==> config.mk <==
export PLATFORM = sky130hd
export DESIGN_NAME = pll_lock_detector
export DESIGN_NICKNAME = d
export VERILOG_FILES = /design/src/design/pll_lock_pkg.sv /design/src/design/ratio_divider.sv /design/src/design/pll_lock_detector.sv
export VERILOG_INCLUDE_DIRS = /design/src /design/src/design
export SDC_FILE = /design/constraint.sdc
export NUM_CORES = 1
export LEC_CHECK = 0
export ABC_AREA = 1
export BUFFER_PORTS_ARGS = -buffer_cell sky130_fd_sc_hd__clkbuf_2
export CELL_PAD_IN_SITES_DETAIL_PLACEMENT = 0
export CELL_PAD_IN_SITES_GLOBAL_PLACEMENT = 1
export CORE_ASPECT_RATIO = 1.1
export CORE_MARGIN = 2
export CORE_UTILIZATION = 45
export CTS_CLUSTER_SIZE = 10
export DETAILED_ROUTE_END_ITERATION = 16
export HOLD_SLACK_MARGIN = 0.1
export PLACE_DENSITY = 0.89
export SLEW_MARGIN = 30
export SYNTH_ARGS = -nofsm -noshare
export SYNTH_HDL_FRONTEND = slang
export SYNTH_SLANG_ARGS = --single-unit
==> constraint.sdc <==
create_clock -name clock -period 4.29 [get_ports clock]
set_clock_uncertainty 0.05 [all_clocks]
set_input_delay 0.6435 -clock clock [delete_from_list [all_inputs] [get_ports clock]]
set_output_delay 0.6435 -clock clock [all_outputs]
set_load 0.1 [all_outputs]
==> src/design/pll_lock_cfg.svh <==
// Holds the reset values, field sizes and timing counts of the PLL lock detector.
// Assumes inclusion by bare name from the package and the design modules.
`ifndef PLL_LOCK_CFG_SVH
`define PLL_LOCK_CFG_SVH

// ----------------------------------------------------------------
// Ratio and qualification fields
// ----------------------------------------------------------------
`define PRESCALE_W 5
`define QUAL_SEL_W 4
`define QUAL_STEP 16
`define QUAL_CNT_W 9
`define OUT_DIV_COUNT 5

// ----------------------------------------------------------------
// Timing, in nanoseconds and in phase-detector clock cycles
// ----------------------------------------------------------------
`define CLOCK_PERIOD_NS 8
`define PHASE_WIN_NS 16
`define PHASE_WIN_CYC ((`PHASE_WIN_NS + `CLOCK_PERIOD_NS - 1) / `CLOCK_PERIOD_NS)
`define REF_LOSS_CYC 1024
`define GAP_CNT_W 16

// ----------------------------------------------------------------
// Reset values
// ----------------------------------------------------------------
`define LOCK_N_RESET 1'b1
`define DIV_OUT_RESET 1'b0

`endif

==> src/design/pll_lock_pkg.sv <==
// Holds the types shared by the PLL lock detector modules.
// Assumes the constants header is on the include path.
`include "pll_lock_cfg.svh"

package pll_lock_pkg;

   // ----------------------------------------------------------------
   // Modes
   // ----------------------------------------------------------------
   typedef enum logic [0:0] {
      MODE_PHASE = 1'b0,
      MODE_FREQ = 1'b1
   } lock_mode_e;

   typedef enum logic [2:0] {
      FQ_IDLE = 3'b001,
      FQ_QUAL = 3'b010,
      FQ_LOCKED = 3'b100
   } freq_state_e;

   // ----------------------------------------------------------------
   // Stored configuration
   // ----------------------------------------------------------------
   typedef struct packed {
      lock_mode_e mode;
      logic [`QUAL_SEL_W-1:0] qual_sel;
      logic [`PRESCALE_W-1:0] in_ratio_m1;
      logic [`PRESCALE_W-1:0] fb_ratio_m1;
      logic [`OUT_DIV_COUNT*`PRESCALE_W-1:0] out_half_m1;
   } lock_cfg_s;

   // ----------------------------------------------------------------
   // Detector status
   // ----------------------------------------------------------------
   typedef struct packed {
      logic phase_lock;
      logic freq_lock;
      logic resync;
   } lock_stat_s;

endpackage

==> src/design/ratio_divider.sv <==
// Holds an integer event divider: one output pulse every ratio_m1+1 input events.
// Assumes tick_in is a one-cycle pulse on the same clock.
module ratio_divider #(
   parameter int W = 5
) (
   input wire logic clock,
   input wire logic rst,
   input wire logic clear,
   input wire logic tick_in,
   input wire logic [W-1:0] ratio_m1,
   output logic tick_out
);

   logic [W-1:0] count;
   logic [W-1:0] next_count;
   wire at_end = (count >= ratio_m1);
   wire fire = tick_in && at_end && !clear;

   if (W < 1 || W > 16)
   begin : g_bad_width
      $error("ratio_divider width out of range");
   end

   assign next_count = clear ? '0 : (tick_in ? (at_end ? '0 : W'(count + 1'b1)) : count);

   always_ff @(posedge clock or posedge rst)
   begin
      if (rst)
      begin
         count <= '0;
         tick_out <= 1'b0;
      end
      else
      begin
         count <= next_count;
         tick_out <= fire;
      end
   end

endmodule // ratio_divider

==> src/design/pll_lock_detector.sv <==
// Holds the lock detector of the PLL phase/frequency detector, with prescalers and output dividers.
// Assumes ref, feedback and VCO clocks arrive as pins; configuration is static after reset.
`include "pll_lock_cfg.svh"

module pll_lock_detector #(
   parameter int PHASE_WIN = `PHASE_WIN_CYC,
   parameter int REF_LOSS = `REF_LOSS_CYC
) (
   input wire logic clock,
   input wire logic rst,
   input wire logic ref_clk_pin,
   input wire logic fbk_clk_pin,
   input wire logic vco_clk_pin,
   input wire pll_lock_pkg::lock_cfg_s cfg,
   output logic lock_n,
   output logic [`OUT_DIV_COUNT-1:0] div_out,
   output pll_lock_pkg::lock_stat_s status
);

   if (PHASE_WIN < 1 || PHASE_WIN >= REF_LOSS || REF_LOSS >= (1 << `GAP_CNT_W))
   begin : g_bad_timing
      $error("pll_lock_detector timing parameters out of range");
   end

   // ----------------------------------------------------------------
   // Pin synchronisers and edge detection
   // ----------------------------------------------------------------
   logic [2:0] sync_a;
   logic [2:0] sync_b;
   logic [2:0] sync_c;
   wire [2:0] pins = {vco_clk_pin, fbk_clk_pin, ref_clk_pin};
   wire [2:0] rise = sync_b & ~sync_c;
   wire ref_edge = rise[0];
   wire fbk_edge = rise[1];
   wire vco_edge = rise[2];

   always_ff @(posedge clock or posedge rst)
   begin
      if (rst)
      begin
         sync_a <= '0;
         sync_b <= '0;
         sync_c <= '0;
      end
      else
      begin
         sync_a <= pins;
         sync_b <= sync_a;
         sync_c <= sync_b;
      end
   end

   // ----------------------------------------------------------------
   // Input and feedback prescalers
   // ----------------------------------------------------------------
   logic ref_tick;
   logic fbk_tick;

   ratio_divider #(.W(`PRESCALE_W)) u_in_prescale (
      .clock(clock),
      .rst(rst),
      .clear(1'b0),
      .tick_in(ref_edge),
      .ratio_m1(cfg.in_ratio_m1),
      .tick_out(ref_tick)
   );

   ratio_divider #(.W(`PRESCALE_W)) u_fb_prescale (
      .clock(clock),
      .rst(rst),
      .clear(1'b0),
      .tick_in(fbk_edge),
      .ratio_m1(cfg.fb_ratio_m1),
      .tick_out(fbk_tick)
   );

   // ----------------------------------------------------------------
   // Phase-match detector
   // ----------------------------------------------------------------
   logic [`GAP_CNT_W-1:0] since_ref;
   logic [`GAP_CNT_W-1:0] since_fbk;
   logic phase_lock;
   logic next_phase_lock;
   wire ref_recent = (since_ref < `GAP_CNT_W'(PHASE_WIN));
   wire fbk_recent = (since_fbk < `GAP_CNT_W'(PHASE_WIN));
   wire ref_lost = !ref_tick && (since_ref >= `GAP_CNT_W'(REF_LOSS));
   wire both_tick = ref_tick && fbk_tick;
   wire ref_alone = ref_tick && !fbk_tick;
   wire fbk_alone = fbk_tick && !ref_tick;
   wire phase_hit = both_tick || (ref_alone && fbk_recent) || (fbk_alone && ref_recent);
   wire phase_miss = (ref_alone && !fbk_recent) || (fbk_alone && !ref_recent);

   assign next_phase_lock = ref_lost ? 1'b0 :
                            phase_miss ? 1'b0 :
                            phase_hit ? 1'b1 : phase_lock;

   always_ff @(posedge clock or posedge rst)
   begin
      if (rst)
      begin
         since_ref <= '1;
         since_fbk <= '1;
         phase_lock <= 1'b0;
      end
      else
      begin
         since_ref <= ref_tick ? '0 : ((&since_ref) ? since_ref : `GAP_CNT_W'(since_ref + 1'b1));
         since_fbk <= fbk_tick ? '0 : ((&since_fbk) ? since_fbk : `GAP_CNT_W'(since_fbk + 1'b1));
         phase_lock <= next_phase_lock;
      end
   end

   // ----------------------------------------------------------------
   // Frequency-match detector
   // ----------------------------------------------------------------
   pll_lock_pkg::freq_state_e fq_state;
   pll_lock_pkg::freq_state_e next_fq_state;
   logic [1:0] fbk_per_ref;
   logic [`QUAL_CNT_W-1:0] qual_cnt;
   logic [`QUAL_CNT_W-1:0] next_qual_cnt;
   logic resync;
   wire [`QUAL_CNT_W-1:0] qual_target = `QUAL_CNT_W'((cfg.qual_sel + 1) * `QUAL_STEP);
   wire fbk_over = fbk_tick && (fbk_per_ref != 2'd0) && !ref_tick;
   wire period_ok = ref_tick && (fbk_tick ? (fbk_per_ref == 2'd0) : (fbk_per_ref == 2'd1));
   wire freq_miss = fbk_over || (ref_tick && !period_ok);
   wire qual_done = period_ok && (qual_cnt + 1'b1 >= {1'b0, qual_target});
   wire fq_rise = (fq_state != pll_lock_pkg::FQ_LOCKED) && (next_fq_state == pll_lock_pkg::FQ_LOCKED);

   always_comb
   begin
      next_fq_state = fq_state;
      next_qual_cnt = qual_cnt;
      unique case (fq_state)
         pll_lock_pkg::FQ_IDLE:
         begin
            next_qual_cnt = '0;
            if (period_ok)
            begin
               next_fq_state = pll_lock_pkg::FQ_QUAL;
               next_qual_cnt = `QUAL_CNT_W'(1);
            end
         end
         pll_lock_pkg::FQ_QUAL:
         begin
            if (freq_miss)
            begin
               next_fq_state = pll_lock_pkg::FQ_IDLE;
               next_qual_cnt = '0;
            end
            else if (qual_done)
            begin
               next_fq_state = pll_lock_pkg::FQ_LOCKED;
               next_qual_cnt = '0;
            end
            else if (period_ok)
               next_qual_cnt = `QUAL_CNT_W'(qual_cnt + 1'b1);
         end
         pll_lock_pkg::FQ_LOCKED:
         begin
            next_qual_cnt = '0;
            if (freq_miss)
               next_fq_state = pll_lock_pkg::FQ_IDLE;
         end
         default:
         begin
            next_fq_state = pll_lock_pkg::FQ_IDLE;
            next_qual_cnt = '0;
         end
      endcase
   end

   always_ff @(posedge clock or posedge rst)
   begin
      if (rst)
      begin
         fq_state <= pll_lock_pkg::FQ_IDLE;
         qual_cnt <= '0;
         fbk_per_ref <= '0;
         resync <= 1'b0;
      end
      else
      begin
         fq_state <= next_fq_state;
         qual_cnt <= next_qual_cnt;
         fbk_per_ref <= ref_tick ? 2'd0 : ((fbk_tick && fbk_per_ref != 2'd3) ? 2'(fbk_per_ref + 1'b1) : fbk_per_ref);
         resync <= fq_rise;
      end
   end

   // ----------------------------------------------------------------
   // Output dividers
   // ----------------------------------------------------------------
   logic [`OUT_DIV_COUNT-1:0] half_tick;

   genvar k;
   generate
      for (k = 0; k < `OUT_DIV_COUNT; k++)
      begin : g_out_div
         ratio_divider #(.W(`PRESCALE_W)) u_out_div (
            .clock(clock),
            .rst(rst),
            .clear(resync),
            .tick_in(vco_edge),
            .ratio_m1(cfg.out_half_m1[k*`PRESCALE_W +: `PRESCALE_W]),
            .tick_out(half_tick[k])
         );

         always_ff @(posedge clock or posedge rst)
         begin
            if (rst)
               div_out[k] <= `DIV_OUT_RESET;
            else if (resync)
               div_out[k] <= `DIV_OUT_RESET;
            else if (half_tick[k])
               div_out[k] <= ~div_out[k];
         end
      end
   endgenerate

   // ----------------------------------------------------------------
   // Lock pin selection
   // ----------------------------------------------------------------
   wire sel_next = (cfg.mode == pll_lock_pkg::MODE_FREQ) ? (next_fq_state == pll_lock_pkg::FQ_LOCKED)
                                                         : next_phase_lock;

   always_ff @(posedge clock or posedge rst)
   begin
      if (rst)
      begin
         lock_n <= `LOCK_N_RESET;
         status <= '0;
      end
      else
      begin
         lock_n <= ~sel_next;
         status <= '{phase_lock: next_phase_lock, freq_lock: (next_fq_state == pll_lock_pkg::FQ_LOCKED),
                     resync: fq_rise};
      end
   end

endmodule // pll_lock_detector

==> key figures, run 1 <==
Status
  • Run status: completed

STA
  • Final Hold Violating Endpoints: 0
  • Slew HR: between 40 and 50%
  • Fin crit share: between 60% and 70%
  • Slew Viols, Final: 0
  • Worst hold slack: slightly above 0.3 ns
  • Finish-stage setup viols: 0
  • FMAX: 386 MHz
  • Setup_tns: 0 ns
  • Fin worst setup slack: ~1.7 ns
  • Min Clock Period, post-route: around 2.6 ns
  • RSZ-0062 raised after global routing: no
  • Worst slew pin tran: ~0.76 ns

Global route
  • First-pass GRT wire length: 21200 µm
  • Initial antenna violation count: 0
  • Overflow after GRT: 0
  • Largest net degree at the start of global routing: 78
  • Vias in the first global route: between 4000 and 5000
  • Gr usage total: between 10% and 20%

Setup path
  • Worst Setup Path Type: flop to flop
  • Slowest Stage Delay on Critical Path: between 0.4 and 0.5 ns
  • Slowest-stage cell, CP: dfrtp_1
  • Crit path top cell by count: nor2_1
  • FF-to-FF setup slack: ~1.7 ns
  • Endpoint type of the worst setup path: flop
  • Data required, critical path: between 4 and 5 ns
  • CP Data Arrival Time: 2.80 ns
  • Crit-path cells: ha_1 > nand2_1 > nor2_1 > nand3_1 > nor2_1 > nand2_1 > xor2_1 > inv_1 > ha_1 > inv_1 > nor2_1 > nor2_1 > nand4_2 > o22ai_1
  • Critical Path Fanout Max: 8
  • Startpoint Class: flop

Yosys
  • Post-Syn Area: approximately 6200 µm²
  • Top_reg_cell synth: dfrtp_1
  • Synth top area share: between 20% and 30%
  • Avg Cell Area, Syn: slightly above 8 µm²
  • Async S/R FF share, synth: 100%
  • Synth warn: 0
  • Area leader, netlist: dfrtp_1
  • Post-synth cell types: 40
  • Post-Synthesis Cells: approximately 750
  • EDFF count, synth: 0
  • Post-synth top cells: 125 x inv_1, 125 x nand2_1, 72 x dfrtp_1
  • Most area-consuming cells after synthesis: dfrtp_1 29%, dfstp_2 14%, ha_1 11%
  • Seq cells post-synth: 106
  • Syn Nets: roughly 850
  • Sequential area share after synthesis: 43.4%

Power and ir drop
  • Clk network pwr share: 24.6%
  • Power share of the sequential group: around two fifths
  • LEAKAGE: ~3.5 nW
  • Maximum VDD drop: ~0.26 mV
  • Switching Share: ~39%
  • NetSw: 1.50 mW
  • Pint: roughly 2.4 mW
  • Comb power frac: 33.5%
  • PD cells: roughly 550 nW/µm²

Clock network
  • PostCTS Resize Cnt: 0
  • Postcts setup bufs: 0
  • CTS Buffer Depth: 2
  • CTS root buf: clkbuf_16
  • Worst-path clk slew: 0.07 ns
  • Clock latency on the worst-skew pair: about 0.35 ns
  • Hold-fix buffers, CTS: 0
  • CTS Sinks: about 110
  • CTS tree: done
  • CTS H-tree lvls: 3
  • CTS Buf Count: 9

Die
  • Placeable Area: about 14000 µm²
  • Die area: 14700 µm²
  • Initial Utilization: 45.5%
  • Top-level port count: 54
  • Die Y: 127 µm
  • FP Rows: 45
  • Die W: about 120 µm

Route
  • DRC: 0
  • TritonRoute pass-1 iters: 4
  • Drt total wl: about 12000 µm
  • Detail Route Antenna Nets: 0
  • Via density: just under 5
  • Vias: around 4900
  • Violation count after the first detailed-route iteration: between 200 and 250
  • Avg WL per Cell: roughly 12 µm

Layout
  • Utilization after layout: around half
  • Finished Layout Cells: 1001
  • Layout cells sized above 1: roughly 15%
  • Ant diodes: 0
  • Area grow syn2layout: 13.6%
  • Multi-input gate area: between 2000 and 3000 µm²
  • Layout Nets: roughly 910
  • Filler cell count: approximately 1400
  • Sequential Area: around 2700 µm²

Placed design
  • Final GP Congestion: 0.822
  • Dpl cells: between 900 and 1000
  • Hpwl dp: 8800 µm
  • Pre-CTS setup slack: roughly 1.7 ns
  • Port bufs: between 50 and 60

Flow run
  • Max-cap viol count: 0

Hold path
  • Min-delay worst type: flop to flop
==> worst max-delay path: cells and delay by family, from the launching register on <==
kind / cells / cell delay (ns)
fa+ha+maj: 2 / 0.50
simple gates: 8 / 0.98
compound gates: 1 / 0.22
buf+inv: 2 / 0.13
xor+xnor: 1 / 0.18
flops: 1 / 0.45
==> kinds of logic after synthesis <==
kind of cell	Yosys count	share of synthesized area, %
compound gates	123	11.3
fa+ha+maj	55	11.1
buf+inv	137	8.45
simple gates	296	21.2
xor+xnor	32	4.52
flops	106	43.4
==> flip-flops by register name (all words and copies together), names as in the netlist <==
register and count:
u_fb_prescale.count 5, since_fbk 16, sync_b 3, u_fb_prescale.tick_out 1, u_in_prescale.count 5, g_out_div.u_out_div.count 25, div_out 5, fq_state 3
sync_c 3, qual_cnt 9, lock_n 1, status 3, u_in_prescale.tick_out 1, g_out_div.u_out_div.tick_out 5, fbk_per_ref 2, since_ref 16
sync_a 3
==> layout by cell type, fill, tap and decap left out, types with 2 or more instances in the layout <==
cell       synthesis  routed
nand2_1          125     125
nor3b_1            2       2
a31oi_1            8       8
nor2_1            60      59
o31ai_1            3       3
buf_4              2       3
nand3_1           51      51
clkbuf_16          0       9
nand4_1           17      17
dfrtp_1           72      72
o21ai_1            3       3
nor3_1            27      27
clkbuf_2           0      53
or2_2              2       2
o21ai_2            2       2
o22ai_1            6       6
ha_1              55      55
a21oi_1           29      29
xnor2_1            6       6
nand3_2            2       2
nor4_1             2       2
xor2_1            26      26
a211oi_1           7       7
dfstp_2           34      34
inv_2              3       3
inv_6              0       3
bufinv_16          0       3
o21a_1             2       2
o21bai_1           7       7
nor2_2             3       4
inv_1            125     124
o21ai_0           52      52
==> through the flow <==
stage               cell area [µm²]  power, mW
finish                         7040       3.88
global route                   7040       4.21
CTS                            7040       3.93
detailed placement             6690       2.96
global placement               6690       2.92
floorplan                      6200       2.64
==> layout make-up <==
type | instances | share of cell area, %
timing repair buffer | 56 | 4.09
clock buffer | 9 | 3.20
inverter | 129 | 6.96
sequential | 106 | 38.3
tap | 188 | 3.34
clock inverter | 7 | 1.76
multi-input combinational | 506 | 42.4
==> metal layers <==
metal / vias up / GRT usage (%) / wire [µm]
met4: 0 / 5.88 / 119
li1: 2581 / - / -
met3: 7 / 2.66 / 275
met5: - / 0 / 0
met1: 2265 / 23.3 / 5610
met2: 59 / 29.6 / 5780
==> worst paths after layout <==
check                            start            end  cells past startpoint
max                        qual_cnt[0]    qual_cnt[6]                     14
max reg2reg                qual_cnt[0]    qual_cnt[6]                     14
min reg2reg                  sync_a[1]      sync_b[1]                      0
min                          sync_a[1]      sync_b[1]                      0
max in group asynchronous          rst  since_ref[13]                      3
min in group asynchronous          rst      status[1]                      2
==> power groups by stage <==
stage / combinational, mW / clock (mW) / sequential [mW]
detailed placement: 1.32 / 0 / 1.64
finish: 1.30 / 0.956 / 1.63
global placement: 1.29 / 0 / 1.64
CTS: 1.32 / 0.974 / 1.63
global route: 1.51 / 1.01 / 1.68
floorplan: 0.902 / 0 / 1.74
Power figures use the tool's default switching activity.
==> run 2, diff against run 1 <==
Clock period 4.29 ns to 2.4 ns, I/O delays scaled along.
==> key figures, run 2 (synthesis results as in run 1) <==
Layout
  • Layout cells sized above 1: around a fifth
  • Ant diodes: 0
  • Design Area, Final: slightly above 7000 µm²
  • Regs by FF count: g_out_div.u_out_div.count (25), since_fbk (16), since_ref (16)
  • Commonest non-fill, non-tap cell in the layout: inv_1
  • Max FFs per register: 25
  • Layout Nets: roughly 900
  • Most frequent cells in the layout: 123 x inv_1, 121 x nand2_1, 72 x dfrtp_1
  • Area grow syn2layout: 17.1%
  • Filler cell count: approximately 1300
  • Largest reg by FF count: g_out_div.u_out_div.count
  • Utilization after layout: a little over half

Setup path
  • Crit-path cells: ha_2 > nand2_2 > nor2_4 > nand3_2 > nor2_1 > nand2_1 > xor2_1 > inv_1 > ha_4 > and3_4 > nand2_2 > nand2_2 > nand3_4 > nand3_2 > o21ai_0
  • Critical Path Fanout Max: 4
  • Endpoint type of the worst setup path: flop
  • Startpoint Class: flop
  • CP Data Arrival Time: about 2.6 ns
  • Data required, critical path: around 2.6 ns
  • Slowest Stage Delay on Critical Path: 0.41 ns
  • Crit path top cell by count: nand2_2
  • CP delay by family, top: simple AND/OR/NAND/NOR gates
  • Worst Setup Path Type: flop to flop
  • Slowest-stage cell, CP: dfrtp_1
  • Worst path bufs/invs: 1

Global route
  • Met3 GRT Util: under 10%
  • GR peak layer: met2
  • Gr usage total: between 10% and 20%
  • Initial antenna violation count: 0
  • Largest net degree at the start of global routing: 107
  • First-pass GRT wire length: between 20000 and 25000 µm
  • Vias in the first global route: 4782
  • Global routing usage on met2: a little under 30%
  • Overflow after GRT: 0
  • M1 GR Usage: roughly 24%

Flow run
  • Max-cap viol count: 0

Route
  • Avg WL per Cell: 11.9 µm
  • Vias: roughly 5000
  • Violation count after the first detailed-route iteration: between 200 and 250
  • TritonRoute pass-1 iters: 4
  • DRC: 0
  • Detail Route Antenna Nets: 0
  • Via density: between 4 and 5
  • Drt total wl: 12100 µm

Die
  • FP Rows: 45
  • Top-level port count: 54
  • Die area: 14700 µm²
  • Die W: 116 µm
  • Placeable Area: around 14000 µm²
  • Die Y: roughly 130 µm
  • Initial Utilization: roughly 46%

Clock network
  • Worst-path clk slew: about 0.080 ns
  • CTS Buf Count: 9
  • CTS root buf: clkbuf_16
  • Clock latency on the worst-skew pair: around 0.35 ns
  • CTS Buffer Depth: 2
  • CTS tree: done
  • CTS H-tree lvls: 3
  • CTS Sinks: 106

STA
  • Worst hold slack: 0.0622 ns
  • Slew HR: between 50% and 60%
  • Min Clock Period, post-route: between 2 and 2.5 ns
  • Finish-stage setup viols: 0
  • Fin worst setup slack: between 0.06 and 0.07 ns
  • Final Hold Violating Endpoints: 0
  • RSZ-0062 raised after global routing: yes
  • FMAX: ~430 MHz
  • Worst slew pin tran: between 0.6 and 0.7 ns
  • Fin crit share: 97.3%
  • Slew Viols, Final: 0

Placed design
  • Hpwl dp: 8830 µm
  • Final GP Congestion: 0.882
  • Port bufs: 53
  • Placed cell area: 6790 µm²
  • Pre-CTS setup slack: -0.0455 ns

Power and ir drop
  • Comb power frac: between 30% and 40%
  • LEAKAGE: between 3 and 4 nW
  • Total power: 6.71 mW
  • Power share of the sequential group: between 40 and 50%
  • Maximum VDD drop: 0.522 mV
  • Clk network pwr share: a little over a fifth
  • Pint: approximately 4 mW
  • PD cells: about 900 nW/µm²
  • Switching Share: approximately two fifths
  • NetSw: between 2 and 3 mW

Hold path
  • Min-delay worst type: input pin to async pin

Status
  • Run status: completed
[run 2: power groups by stage]
stage                     clock, mW  combinational (mW)  sequential (mW)
after floorplan                   0                1.61             3.11
after CTS                      1.48                2.41             2.89
after detailed placement          0                2.40             2.91
after global placement            0                2.36             2.92
after global routing           1.55                2.80             2.97
final                          1.42                2.39             2.89
[run 2: final cells by class]
cell class,count,area [µm²],area share [%]
clock inverter,6,50.0,0.689
inverter,129,489,6.73
timing repair buffer,73,439,6.04
multi-input combinational,506,3120,42.9
clock buffer,10,239,3.29
sequential,106,2700,37.1
tap,188,235,3.24
[run 2: repair_timing]
action	CTS	global route
endpoints found under the setup margin	8	14
resized for setup	3	25
pin swaps	1	15
setup buffers	0	2
endpoints found under the hold margin	3	0
hold buffers	3	0
[run 2: worst paths after layout]
| path | from | to | slack (ns) | depth (start not counted) |
|---|---|---|---|---|
| min in group clock | cfg[39] | lock_n | 0.14 | 2 |
| min reg2reg | sync_a[1] | sync_b[1] | 0.30 | 0 |
| max in group asynchronous | rst | status[0] | 1.77 | 3 |
| max reg2reg | qual_cnt[1] | lock_n | 0.06 | 15 |
| min | rst | div_out[2] | 0.06 | 3 |
| max | qual_cnt[1] | lock_n | 0.06 | 15 |
[run 2: metrics by stage]
step	cells	TNS (ns)
floorplan	749	0
global placement	997	0
detailed placement	997	-0.222
CTS	1016	0
global route	1018	-0.524
finish	1018	0
[run 2: worst register-to-register path, cell delays in order, from the launching register on]
cell and delay, ns:
dfrtp_1 0.41, ha_2 0.21, nand2_2 0.07, nor2_4 0.12, nand3_2 0.09, nor2_1 0.09
nand2_1 0.06, xor2_1 0.18, inv_1 0.09, ha_4 0.27, and3_4 0.17, nand2_2 0.07
nand2_2 0.12, nand3_4 0.10, nand3_2 0.08, o21ai_0 0.07
[run 2: layer usage]
metal,vias to the layer above,routed length (µm)
li1,2622,-
met3,13,412
met2,73,5800
met5,-,0
met4,0,164
met1,2296,5740
